--- src/hdl/pevb_params.svh ---
`ifndef PEVB_PARAMS_SVH
`define PEVB_PARAMS_SVH

// ==========================================================================
// coprocessor coordinates of the filter and event type registers
`define PEVB_CP_NUM 4'hf
`define PEVB_CP_OPC1 3'h0
`define PEVB_CP_CRN 4'h9
`define PEVB_CP_CRM 4'hd
`define PEVB_CP_OPC2 3'h1
// counter selection value that steers the shared slot to the filter
`define PEVB_SEL_CYCLE 5'h1f

// ==========================================================================
// filter register fields and reset value, event type select width and reset value
`define PEVB_FLT_P 31
`define PEVB_FLT_U 30
`define PEVB_FLT_NSP 29
`define PEVB_FLT_NSUSR 28
`define PEVB_FLT_RESET 4'h0
`define PEVB_EVT_W 8
`define PEVB_EVT_RESET 8'h00

// ==========================================================================
// event numbers
`define PEVB_EV_L1I_REFILL 8'h01
`define PEVB_EV_ITLB_REFILL 8'h02
`define PEVB_EV_L1D_REFILL 8'h03
`define PEVB_EV_L1D_ACCESS 8'h04
`define PEVB_EV_DTLB_REFILL 8'h05
`define PEVB_EV_LOAD 8'h06
`define PEVB_EV_STORE 8'h07
`define PEVB_EV_INSTR 8'h08
`define PEVB_EV_EXC_TAKEN 8'h09
`define PEVB_EV_EXC_RET 8'h0a
`define PEVB_EV_CTXID 8'h0b
`define PEVB_EV_PC_WRITE 8'h0c
`define PEVB_EV_IMM_BR 8'h0d
`define PEVB_EV_PROC_RET 8'h0e
`define PEVB_EV_UNALIGNED 8'h0f
`define PEVB_EV_BR_MISP 8'h10
`define PEVB_EV_BR_PRED 8'h12
`define PEVB_EV_DMEM 8'h13
`define PEVB_EV_ICACHE 8'h14
`define PEVB_EV_DEVICT 8'h15
`define PEVB_EV_IRQ 8'h86
`define PEVB_EV_FIQ 8'h87
`define PEVB_EV_EXT_REQ 8'hc0
`define PEVB_EV_EXT_NC 8'hc1
`define PEVB_EV_PF_FILL 8'hc2
`define PEVB_EV_PF_DROP 8'hc3
`define PEVB_EV_RA_ENTER 8'hc4
`define PEVB_EV_RA_MODE 8'hc5
`define PEVB_EV_SB_STALL 8'hc9
// event bus width; bit 28 stays reserved
`define PEVB_BUS_W 30
`define PEVB_BIT_RSVD 28

`endif

--- src/hdl/pevb_pkg.sv ---
`include "pevb_params.svh"

package pevb_pkg;

    // ======================================================================
    // target of a decoded coprocessor transfer
    typedef enum logic [1:0] {
        PEVB_ACC_NONE,
        PEVB_ACC_FILTER,
        PEVB_ACC_EVTYPE
    } pevb_acc_e;

    typedef logic [`PEVB_BUS_W-1:0] pevb_bus_t;

    // ======================================================================
    // event number to bus bit; hit low for reserved or bus-less numbers
    function automatic logic [5:0] pevb_ev_to_bit(input logic [7:0] num);
        logic [5:0] r;
        r = 6'h00;
        case (num)
            `PEVB_EV_L1I_REFILL: r = 6'h20;
            `PEVB_EV_ITLB_REFILL: r = 6'h21;
            `PEVB_EV_L1D_REFILL: r = 6'h22;
            `PEVB_EV_L1D_ACCESS: r = 6'h23;
            `PEVB_EV_DTLB_REFILL: r = 6'h24;
            `PEVB_EV_LOAD: r = 6'h25;
            `PEVB_EV_STORE: r = 6'h26;
            `PEVB_EV_INSTR: r = 6'h27;
            `PEVB_EV_EXC_TAKEN: r = 6'h28;
            `PEVB_EV_EXC_RET: r = 6'h29;
            `PEVB_EV_CTXID: r = 6'h2a;
            `PEVB_EV_PC_WRITE: r = 6'h2b;
            `PEVB_EV_IMM_BR: r = 6'h2c;
            `PEVB_EV_PROC_RET: r = 6'h2d;
            `PEVB_EV_UNALIGNED: r = 6'h2e;
            `PEVB_EV_BR_MISP: r = 6'h2f;
            `PEVB_EV_BR_PRED: r = 6'h30;
            `PEVB_EV_DMEM: r = 6'h31;
            `PEVB_EV_ICACHE: r = 6'h32;
            `PEVB_EV_DEVICT: r = 6'h33;
            `PEVB_EV_IRQ: r = 6'h34;
            `PEVB_EV_FIQ: r = 6'h35;
            `PEVB_EV_EXT_REQ: r = 6'h36;
            `PEVB_EV_EXT_NC: r = 6'h37;
            `PEVB_EV_PF_FILL: r = 6'h38;
            `PEVB_EV_PF_DROP: r = 6'h39;
            `PEVB_EV_RA_ENTER: r = 6'h3a;
            `PEVB_EV_RA_MODE: r = 6'h3b;
            `PEVB_EV_SB_STALL: r = 6'h3d;
            default: r = 6'h00;
        endcase
        return r;
    endfunction

endpackage

--- src/hdl/pevb_evt_mux.sv ---
`include "pevb_params.svh"

// routes the bus bit chosen by one event type select to one counter
module pevb_evt_mux (
    // clock and reset
    input wire logic clk_sys,
    input wire logic rst_n,
    // selection and bus
    input wire logic [`PEVB_EVT_W-1:0] evt_sel,
    input wire pevb_pkg::pevb_bus_t event_bus,
    // one-cycle count strobe
    output logic count_q
);

    logic [5:0] map;
    logic count_d;

    // ======================================================================
    // decode; reserved numbers give no strobe at all
    always_comb begin
        map = pevb_pkg::pevb_ev_to_bit(evt_sel);
        count_d = map[5] && event_bus[map[4:0]];
    end

    // registered so the counter sees exactly one edge per occurrence
    always_ff @(posedge clk_sys or negedge rst_n) begin
        if (!rst_n) begin
            count_q <= 1'b0;
        end else begin
            count_q <= count_d;
        end
    end

endmodule

--- src/hdl/pevb_event_bus.sv ---
`include "pevb_params.svh"


module pevb_event_bus #(
    parameter int NUM_COUNTERS = 2
) (
    // clock and reset
    input wire logic clk_sys,
    input wire logic rst_n,

    // instruction side events
    input wire logic ev_icache_refill,
    input wire logic ev_itlb_refill,
    input wire logic ev_icache_access,
    input wire logic ev_instr_retired,

    // data side events
    input wire logic ev_dcache_refill,
    input wire logic ev_dcache_access,
    input wire logic ev_dtlb_refill,
    input wire logic ev_dtlb_refill_excluded,
    input wire logic ev_load_accepted,
    input wire logic ev_store_accepted,
    input wire logic ev_swap_accepted,
    input wire logic ev_unaligned,
    input wire logic ev_dmem_access,
    input wire logic ev_dcache_evict,

    // exception events
    input wire logic ev_exc_taken,
    input wire logic ev_irq_taken,
    input wire logic ev_fiq_taken,
    input wire logic ev_load_multiple_pc_user,
    input wire logic ev_return_from_exception,
    input wire logic ev_dp_flags_pc_write,

    // program flow events
    input wire logic ev_context_id_write,
    input wire logic ev_pc_write,
    input wire logic ev_imm_branch,
    input wire logic ev_proc_return,
    input wire logic ev_branch_mispredict,
    input wire logic ev_branch_predictable,

    // memory system events
    input wire logic ev_ext_request,
    input wire logic ev_ext_noncacheable,
    input wire logic ev_prefetch_fill,
    input wire logic ev_prefetch_drop,
    input wire logic read_alloc_mode,
    input wire logic ev_store_buffer_stall,

    // processor state for the cycle filter, counter selection and overflow request
    input wire logic cpu_privileged,
    input wire logic cpu_nonsecure,
    input wire logic [4:0] counter_select,
    input wire logic counter_overflow_irq,

    // coprocessor transfer port
    input wire logic cp_valid,
    input wire logic cp_write,
    input wire logic [3:0] cp_num,
    input wire logic [2:0] cp_opc1,
    input wire logic [3:0] cp_crn,
    input wire logic [3:0] cp_crm,
    input wire logic [2:0] cp_opc2,
    input wire logic [31:0] cp_wdata,
    output logic cp_hit_q,
    output logic [31:0] cp_rdata_q,

    // results
    output pevb_pkg::pevb_bus_t event_pulse_bus,
    output logic [NUM_COUNTERS-1:0] counter_event_q,
    output logic cycle_count_allow_q,
    output logic monitor_interrupt_out
);

    // ======================================================================
    // declarations
    pevb_pkg::pevb_bus_t bus_d;
    pevb_pkg::pevb_bus_t bus_q;
    logic ra_mode_q;
    logic exc_ret;

    logic flt_p_q;
    logic flt_u_q;
    logic flt_nsp_q;
    logic flt_nsusr_q;

    logic [`PEVB_EVT_W-1:0] evt_sel_q [NUM_COUNTERS];
    pevb_pkg::pevb_acc_e acc;
    logic coord_hit;
    logic [4:0] ctr_idx;

    logic allow_d;

    logic irq_q;
    logic [31:0] rdata_d;

    // ======================================================================
    // event bus assembly
    // an exception return is any of the three return forms
    assign exc_ret = ev_load_multiple_pc_user || ev_return_from_exception ||
                     ev_dp_flags_pc_write;

    // every source is a one-cycle strobe except the read-allocate level,
    // which is meant to be counted once per cycle spent in the mode
    always_comb begin
        bus_d = '0;

        bus_d[0] = ev_icache_refill;
        bus_d[1] = ev_itlb_refill;
        bus_d[2] = ev_dcache_refill;

        bus_d[3] = ev_dcache_access;
        // preload, maintenance and translation misses are not refills here
        bus_d[4] = ev_dtlb_refill && !ev_dtlb_refill_excluded;

        // a swap is both a read and a write
        bus_d[5] = ev_load_accepted || ev_swap_accepted;
        bus_d[6] = ev_store_accepted || ev_swap_accepted;

        bus_d[7] = ev_instr_retired;
        // interrupts are exceptions too, so they also hit the general bit
        bus_d[8] = ev_exc_taken || ev_irq_taken || ev_fiq_taken;

        bus_d[9] = exc_ret;
        bus_d[10] = ev_context_id_write;
        bus_d[11] = ev_pc_write;
        bus_d[12] = ev_imm_branch;
        bus_d[13] = ev_proc_return && !exc_ret;

        bus_d[14] = ev_unaligned;
        bus_d[15] = ev_branch_mispredict;
        bus_d[16] = ev_branch_predictable;

        bus_d[17] = ev_dmem_access;
        bus_d[18] = ev_icache_access;
        bus_d[19] = ev_dcache_evict;

        bus_d[20] = ev_irq_taken;
        bus_d[21] = ev_fiq_taken;

        // a non-cacheable request is still an external request
        bus_d[22] = ev_ext_request || ev_ext_noncacheable;
        bus_d[23] = ev_ext_noncacheable;
        bus_d[24] = ev_prefetch_fill;
        bus_d[25] = ev_prefetch_drop;

        // entry is the rising edge of the mode level, so one pulse only
        bus_d[26] = read_alloc_mode && !ra_mode_q;
        bus_d[27] = read_alloc_mode;

        bus_d[`PEVB_BIT_RSVD] = 1'b0;
        bus_d[29] = ev_store_buffer_stall;
    end

    // one register stage: each bus bit follows its source one clock later
    always_ff @(posedge clk_sys or negedge rst_n) begin
        if (!rst_n) begin
            bus_q <= '0;
        end else begin
            bus_q <= bus_d;
        end
    end

    // previous read-allocate level for the entry edge
    always_ff @(posedge clk_sys or negedge rst_n) begin
        if (!rst_n) begin
            ra_mode_q <= 1'b0;
        end else begin
            ra_mode_q <= read_alloc_mode;
        end
    end

    // no logic after the register stage
    assign event_pulse_bus = bus_q;

    // ======================================================================
    // per-counter event routing
    genvar gi;

    generate
        for (gi = 0; gi < NUM_COUNTERS; gi++) begin : g_ctr
            pevb_evt_mux u_mux (
                .clk_sys(clk_sys),
                .rst_n(rst_n),
                .evt_sel(evt_sel_q[gi]),
                .event_bus(bus_q),
                .count_q(counter_event_q[gi])
            );
        end
    endgenerate

    // ======================================================================
    // coprocessor decode
    // the filter and the event type select share one coordinate; the
    // counter selection decides which one a transfer reaches
    assign coord_hit = cp_valid && cp_num == `PEVB_CP_NUM &&
                       cp_opc1 == `PEVB_CP_OPC1 && cp_crn == `PEVB_CP_CRN &&
                       cp_crm == `PEVB_CP_CRM && cp_opc2 == `PEVB_CP_OPC2;

    assign ctr_idx = counter_select;

    always_comb begin
        acc = pevb_pkg::PEVB_ACC_NONE;
        if (coord_hit) begin
            if (counter_select == `PEVB_SEL_CYCLE) begin
                acc = pevb_pkg::PEVB_ACC_FILTER;
            end else if (ctr_idx < 5'(NUM_COUNTERS)) begin
                acc = pevb_pkg::PEVB_ACC_EVTYPE;
            end
        end
    end

    // ======================================================================
    // cycle count filter register
    // reset loads zero, and zero means count everywhere; there is only
    // one copy, so both security states see the same bits
    always_ff @(posedge clk_sys or negedge rst_n) begin
        if (!rst_n) begin
            {flt_p_q, flt_u_q, flt_nsp_q, flt_nsusr_q} <= `PEVB_FLT_RESET;
        end else if (acc == pevb_pkg::PEVB_ACC_FILTER && cp_write) begin
            flt_p_q <= cp_wdata[`PEVB_FLT_P];
            flt_u_q <= cp_wdata[`PEVB_FLT_U];
            flt_nsp_q <= cp_wdata[`PEVB_FLT_NSP];
            flt_nsusr_q <= cp_wdata[`PEVB_FLT_NSUSR];
        end
    end

    // ======================================================================
    // event type select registers
    // only the low eight bits are kept, the rest is dropped on write
    generate
        for (gi = 0; gi < NUM_COUNTERS; gi++) begin : g_evt
            always_ff @(posedge clk_sys or negedge rst_n) begin
                if (!rst_n) begin
                    evt_sel_q[gi] <= `PEVB_EVT_RESET;
                end else if (acc == pevb_pkg::PEVB_ACC_EVTYPE && cp_write &&
                             ctr_idx == 5'(gi)) begin
                    evt_sel_q[gi] <= cp_wdata[`PEVB_EVT_W-1:0];
                end
            end
        end
    endgenerate

    // ======================================================================
    // read path
    // unknown filter bits read as zero so software sees a stable value
    always_comb begin
        rdata_d = 32'h0000_0000;

        unique case (acc)
            pevb_pkg::PEVB_ACC_FILTER: begin
                rdata_d[`PEVB_FLT_P] = flt_p_q;
                rdata_d[`PEVB_FLT_U] = flt_u_q;
                rdata_d[`PEVB_FLT_NSP] = flt_nsp_q;
                rdata_d[`PEVB_FLT_NSUSR] = flt_nsusr_q;
            end

            pevb_pkg::PEVB_ACC_EVTYPE: begin
                for (int i = 0; i < NUM_COUNTERS; i++) begin
                    if (ctr_idx == 5'(i)) begin
                        rdata_d[`PEVB_EVT_W-1:0] = evt_sel_q[i];
                    end
                end
            end

            pevb_pkg::PEVB_ACC_NONE: begin
                rdata_d = 32'h0000_0000;
            end
        endcase
    end

    // read data and hit stand for one cycle after the transfer
    always_ff @(posedge clk_sys or negedge rst_n) begin
        if (!rst_n) begin
            cp_hit_q <= 1'b0;
            cp_rdata_q <= 32'h0000_0000;
        end else begin
            cp_hit_q <= acc != pevb_pkg::PEVB_ACC_NONE;
            cp_rdata_q <= cp_write ? 32'h0000_0000 : rdata_d;
        end
    end

    // ======================================================================
    // cycle counter mode and state filter
    // the non-secure bits flip the meaning of P and U in non-secure state
    always_comb begin
        if (!cpu_nonsecure) begin
            allow_d = cpu_privileged ? !flt_p_q : !flt_u_q;
        end else if (cpu_privileged) begin
            allow_d = !(flt_p_q ^ flt_nsp_q);
        end else begin
            allow_d = !(flt_u_q ^ flt_nsusr_q);
        end
    end

    always_ff @(posedge clk_sys or negedge rst_n) begin
        if (!rst_n) begin
            cycle_count_allow_q <= 1'b0;
        end else begin
            cycle_count_allow_q <= allow_d;
        end
    end

    // ======================================================================
    // monitor interrupt
    // priority and masking belong to the external controller, so the
    // request is only registered and passed on
    always_ff @(posedge clk_sys or negedge rst_n) begin
        if (!rst_n) begin
            irq_q <= 1'b0;
        end else begin
            irq_q <= counter_overflow_irq;
        end
    end

    assign monitor_interrupt_out = irq_q;

endmodule

--- config.mk ---
export PLATFORM = sky130hd
export DESIGN_NAME = pevb_event_bus
export DESIGN_NICKNAME = d
export VERILOG_FILES = /design/src/hdl/pevb_pkg.sv /design/src/hdl/pevb_evt_mux.sv /design/src/hdl/pevb_event_bus.sv
export VERILOG_INCLUDE_DIRS = /design/src /design/src/hdl
export SDC_FILE = /design/constraint.sdc
export NUM_CORES = 1
export LEC_CHECK = 0
export BUFFER_PORTS_ARGS = -buffer_cell sky130_fd_sc_hd__buf_2
export CORE_MARGIN = 1
export CORE_UTILIZATION = 44
export DETAILED_ROUTE_END_ITERATION = 16
export PLACE_DENSITY = 0.82
export SLEW_MARGIN = 20
export SYNTH_ARGS = -nofsm -noshare
export SYNTH_HDL_FRONTEND = slang
export SYNTH_SLANG_ARGS = --single-unit
--- constraint.sdc ---
create_clock -name clk_sys -period 2.6 [get_ports clk_sys]
set_clock_uncertainty 0.15 [all_clocks]
set_input_delay 0.52 -clock clk_sys [delete_from_list [all_inputs] [get_ports clk_sys]]
set_output_delay 0.52 -clock clk_sys [all_outputs]
set_load 0.03 [all_outputs]
==> results.md <==
* Status: finished, violations left
* Failing checks: negative setup slack
* Initial Util at 0.455
* RSZ-0062 raised after global routing: yes
* Post-Syn Instances at 360
* PwrDens at 443 mW/mm2
* Final count of negative-setup-slack endpoints at 2
* F_max at 370 MHz
* GPL Wtd Cong at roughly 0.86
* Slew headroom at 0.523
* Mapped cell area at 0.00399 mm2
* TNS Setup at -0.195 ns
* Core area at 0.00876 mm2
* PortBufs at 119
* Root Driver: clkbuf_8
* IO Count at 161
* Clock buffer depth at 2
* Tot GR Track Use at 0.211
* Met2 Use GR at 0.369
* CTS H-Tree Depth at 3
* Least-Margin Pin Slew at 0.716 ns
* Maxcap violations at 0
* VDD IR max at about 0.00028 V
* Yosys top cell area share at 0.414
* CTS sink count at 66
* #FFs+latches synth at between 60 and 70
* Share of layout cells above drive strength 1 at 0.473
* Avg Inst Size Synth at between 10 and 15 um2
* Crit path arrival time at between 2 and 3 ns
* Number of diodes at 0
* Initial antenna violation count at 0
* Leak at 2.51 nW
* Clock Latency Late Sink at 0.34 ns
* Unique masters post-synth at between 70 and 80
* Syn-to-layout area delta at 28.9%
* Via Count at 3367
* Final hold vios at 0
* DRC at 0
* Crit path max fanout at 9
* Row cnt at 34
* Final Max Slew Viols at 0
* Critical Path Source Type: register
* Pin count of the biggest net entering global routing at 36
* Hold Crit Class: input pin to asynchronous set/reset pin
* Fin cells at 620
* Met3 GRT Util at 0.0468
* CTS buffer count at 9
* Synth Flop Type: dfrtp_1
* Clock period minus final worst setup slack at around 2.7 ns
* Gr ovfl total at 0
* Die width at 97.2 um
* Final instance area at 0.00514 mm2
* Vias per cell at 5.43
* Placed inst area at 0.00476 mm2
* Async SR Flop Fraction at 1.00
* Total Nets Final at 601
* Ys Warns at 0
* CP Capture Type: register
* Hold-fix buffers at CTS at 0
* CP required at 2.72 ns
* Number of synthesized flops with an enable pin at 0
* Placed cell count at 598
* WS Path Type: register to register
* Grt peak-use layer: met2
* Met1 usage in global routing at 0.244
* Die area at 0.00946 mm2
* CTS tree: yes
* DP HPWL at 7360 um
* Initial DRT Pass Iterations at 4
* ANT nets after route at 0
* Min setup slack post-route at -0.0999 ns
* Final Util at 0.587
* Drt wl/cell at 15.7 um
* Tot Pwr at 2.28 mW
* Largest area contributor in the netlist: dfrtp_1
* Number of DRC markers in iteration 0 at between 150 and 200
* Clock-pin slew on the worst setup and hold paths at 0.08 ns
* First-pass GRT wire length at 16100 um
* Seq/Total Area, Yosys at 0.414
* Most area-consuming cells after synthesis: dfrtp_1 (41%), mux2i_1 (10%), mux2_2 (6.5%)
* Vias in the first global route at 3429
* Final wirelength at about 9800 um
* Die height at between 90 and 100 um
* Period utilisation layout at 1.04
-- state kept, by name (all words and copies together), names as in the netlist, 2 cells and up --
name	cells
cp_rdata_q	12
event_pulse_bus	29
g_ctr.u_mux.count_q	2
evt_sel_q	16
-- worst paths after layout --
path	from	endpoint	slack (ns)	depth (start not counted)
min	rst_n	event_pulse_bus[25]	0.07	1
max reg2reg	evt_sel_q[1]	g_ctr[1].u_mux.count_q	-0.1	8
max in group asynchronous	rst_n	evt_sel_q[15]	1.56	2
max	evt_sel_q[1]	g_ctr[1].u_mux.count_q	-0.1	8
min in group clk_sys	ev_prefetch_fill	event_pulse_bus[24]	0.13	1
min reg2reg	event_pulse_bus[27]	event_pulse_bus[26]	0.34	1
-- logic make-up after synthesis --
family,after synthesis,synth area share
mux,70,0.196
simple gates,115,0.175
fa+ha+maj,1,0.00251
xor+xnor,5,0.0110
flops,66,0.414
other cells,1,0.000940
compound gates,46,0.105
buf+inv,56,0.0962
-- cells in the final DEF, fill, tap and decap left out, types with 3 or more instances in the layout --
cell type  synthesis  final
nor3_1             7      7
inv_1              6      6
o21ai_0            9      7
nor2_1            23     23
clkbuf_8           4     10
and2_1             4      4
mux2i_1           40     40
nor2b_1            3      3
dfrtp_2            0      4
nand4_1            5      5
a21oi_1            7      6
conb_1             1     21
dfrtp_1           66     62
xnor2_1            3      3
buf_4             27     39
mux2_2            23     21
mux4_2             4      4
or3_1              4      4
nor4_1             7      7
nand2b_1           8      8
nand2_1           16     16
buf_6              1      6
a211oi_1           3      3
nand3_1            8      8
mux2_1             3      3
or2_2              6      6
buf_2              4    119
-- power by group --
part / switching, mW / leakage, nW / total, mW / internal (mW)
clock network: 0.402 / 0.112 / 0.969 / 0.567
registers: 0.0191 / 0.829 / 1.07 / 1.05
logic: 0.158 / 1.57 / 0.243 / 0.0848
total: 0.579 / 2.51 / 2.28 / 1.70
-- layer usage --
layer  share of wire  vias to the layer above
met3           0.039                       27
met1            0.40                     1665
li1                -                     1572
met2            0.53                      103
met4           0.031                        0
met5               0                        -
-- repair_timing --
action | CTS | global route
pin swaps | 7 | 4
hold endpoints to repair | 0 | 0
resized for setup | 8 | 14
endpoints found under the setup margin | 2 | 2
setup buffers | 5 | 1
-- worst max-delay path: stages (launching register included) --
cell      delay, ns
dfrtp_1        0.40
or4b_4         0.54
nor4_1         0.36
o32ai_2        0.20
o311ai_4       0.18
nand2_1        0.11
o311ai_0       0.14
or4bb_1        0.45
o211ai_2       0.09
-- area by class of cell --
class                           count  area, um2
Clock buffer                       10        138
Clock inverter                      6       90.1
Fill cell                         701       3620
Inverter                            6       22.5
Multi-Input combinational cell    258       2110
Sequential cell                    66       1660
Tap cell                          108        135
Timing Repair Buffer              166        996
-- Yosys cell counts (all sizes together), types with 4 or more instances --
library cell  count
buf              33
and2              4
o32ai             4
nand4             5
nand3             8
nor3              7
or2               7
nor4              9
mux4              4
inv               6
clkbuf           17
o21ai             9
or3               4
mux2             26
nand2b            8
nor2             23
dfrtp            66
mux2i            40
nand2            16
a21oi             7
-- per-stage QoR --
stage / setup slack [ns] / hold slack [ns]
6_report: -0.0999 / 0.0747
5_1_grt: -0.181 / 0.102
4_1_cts: -0.124 / 0.0841
3_5_place_dp: -0.193 / 0.325
3_3_place_gp: -0.118 / 0.318
2_1_floorplan: -0.0861 / 0.0744
No activity file was read; power rests on OpenSTA's default activity.
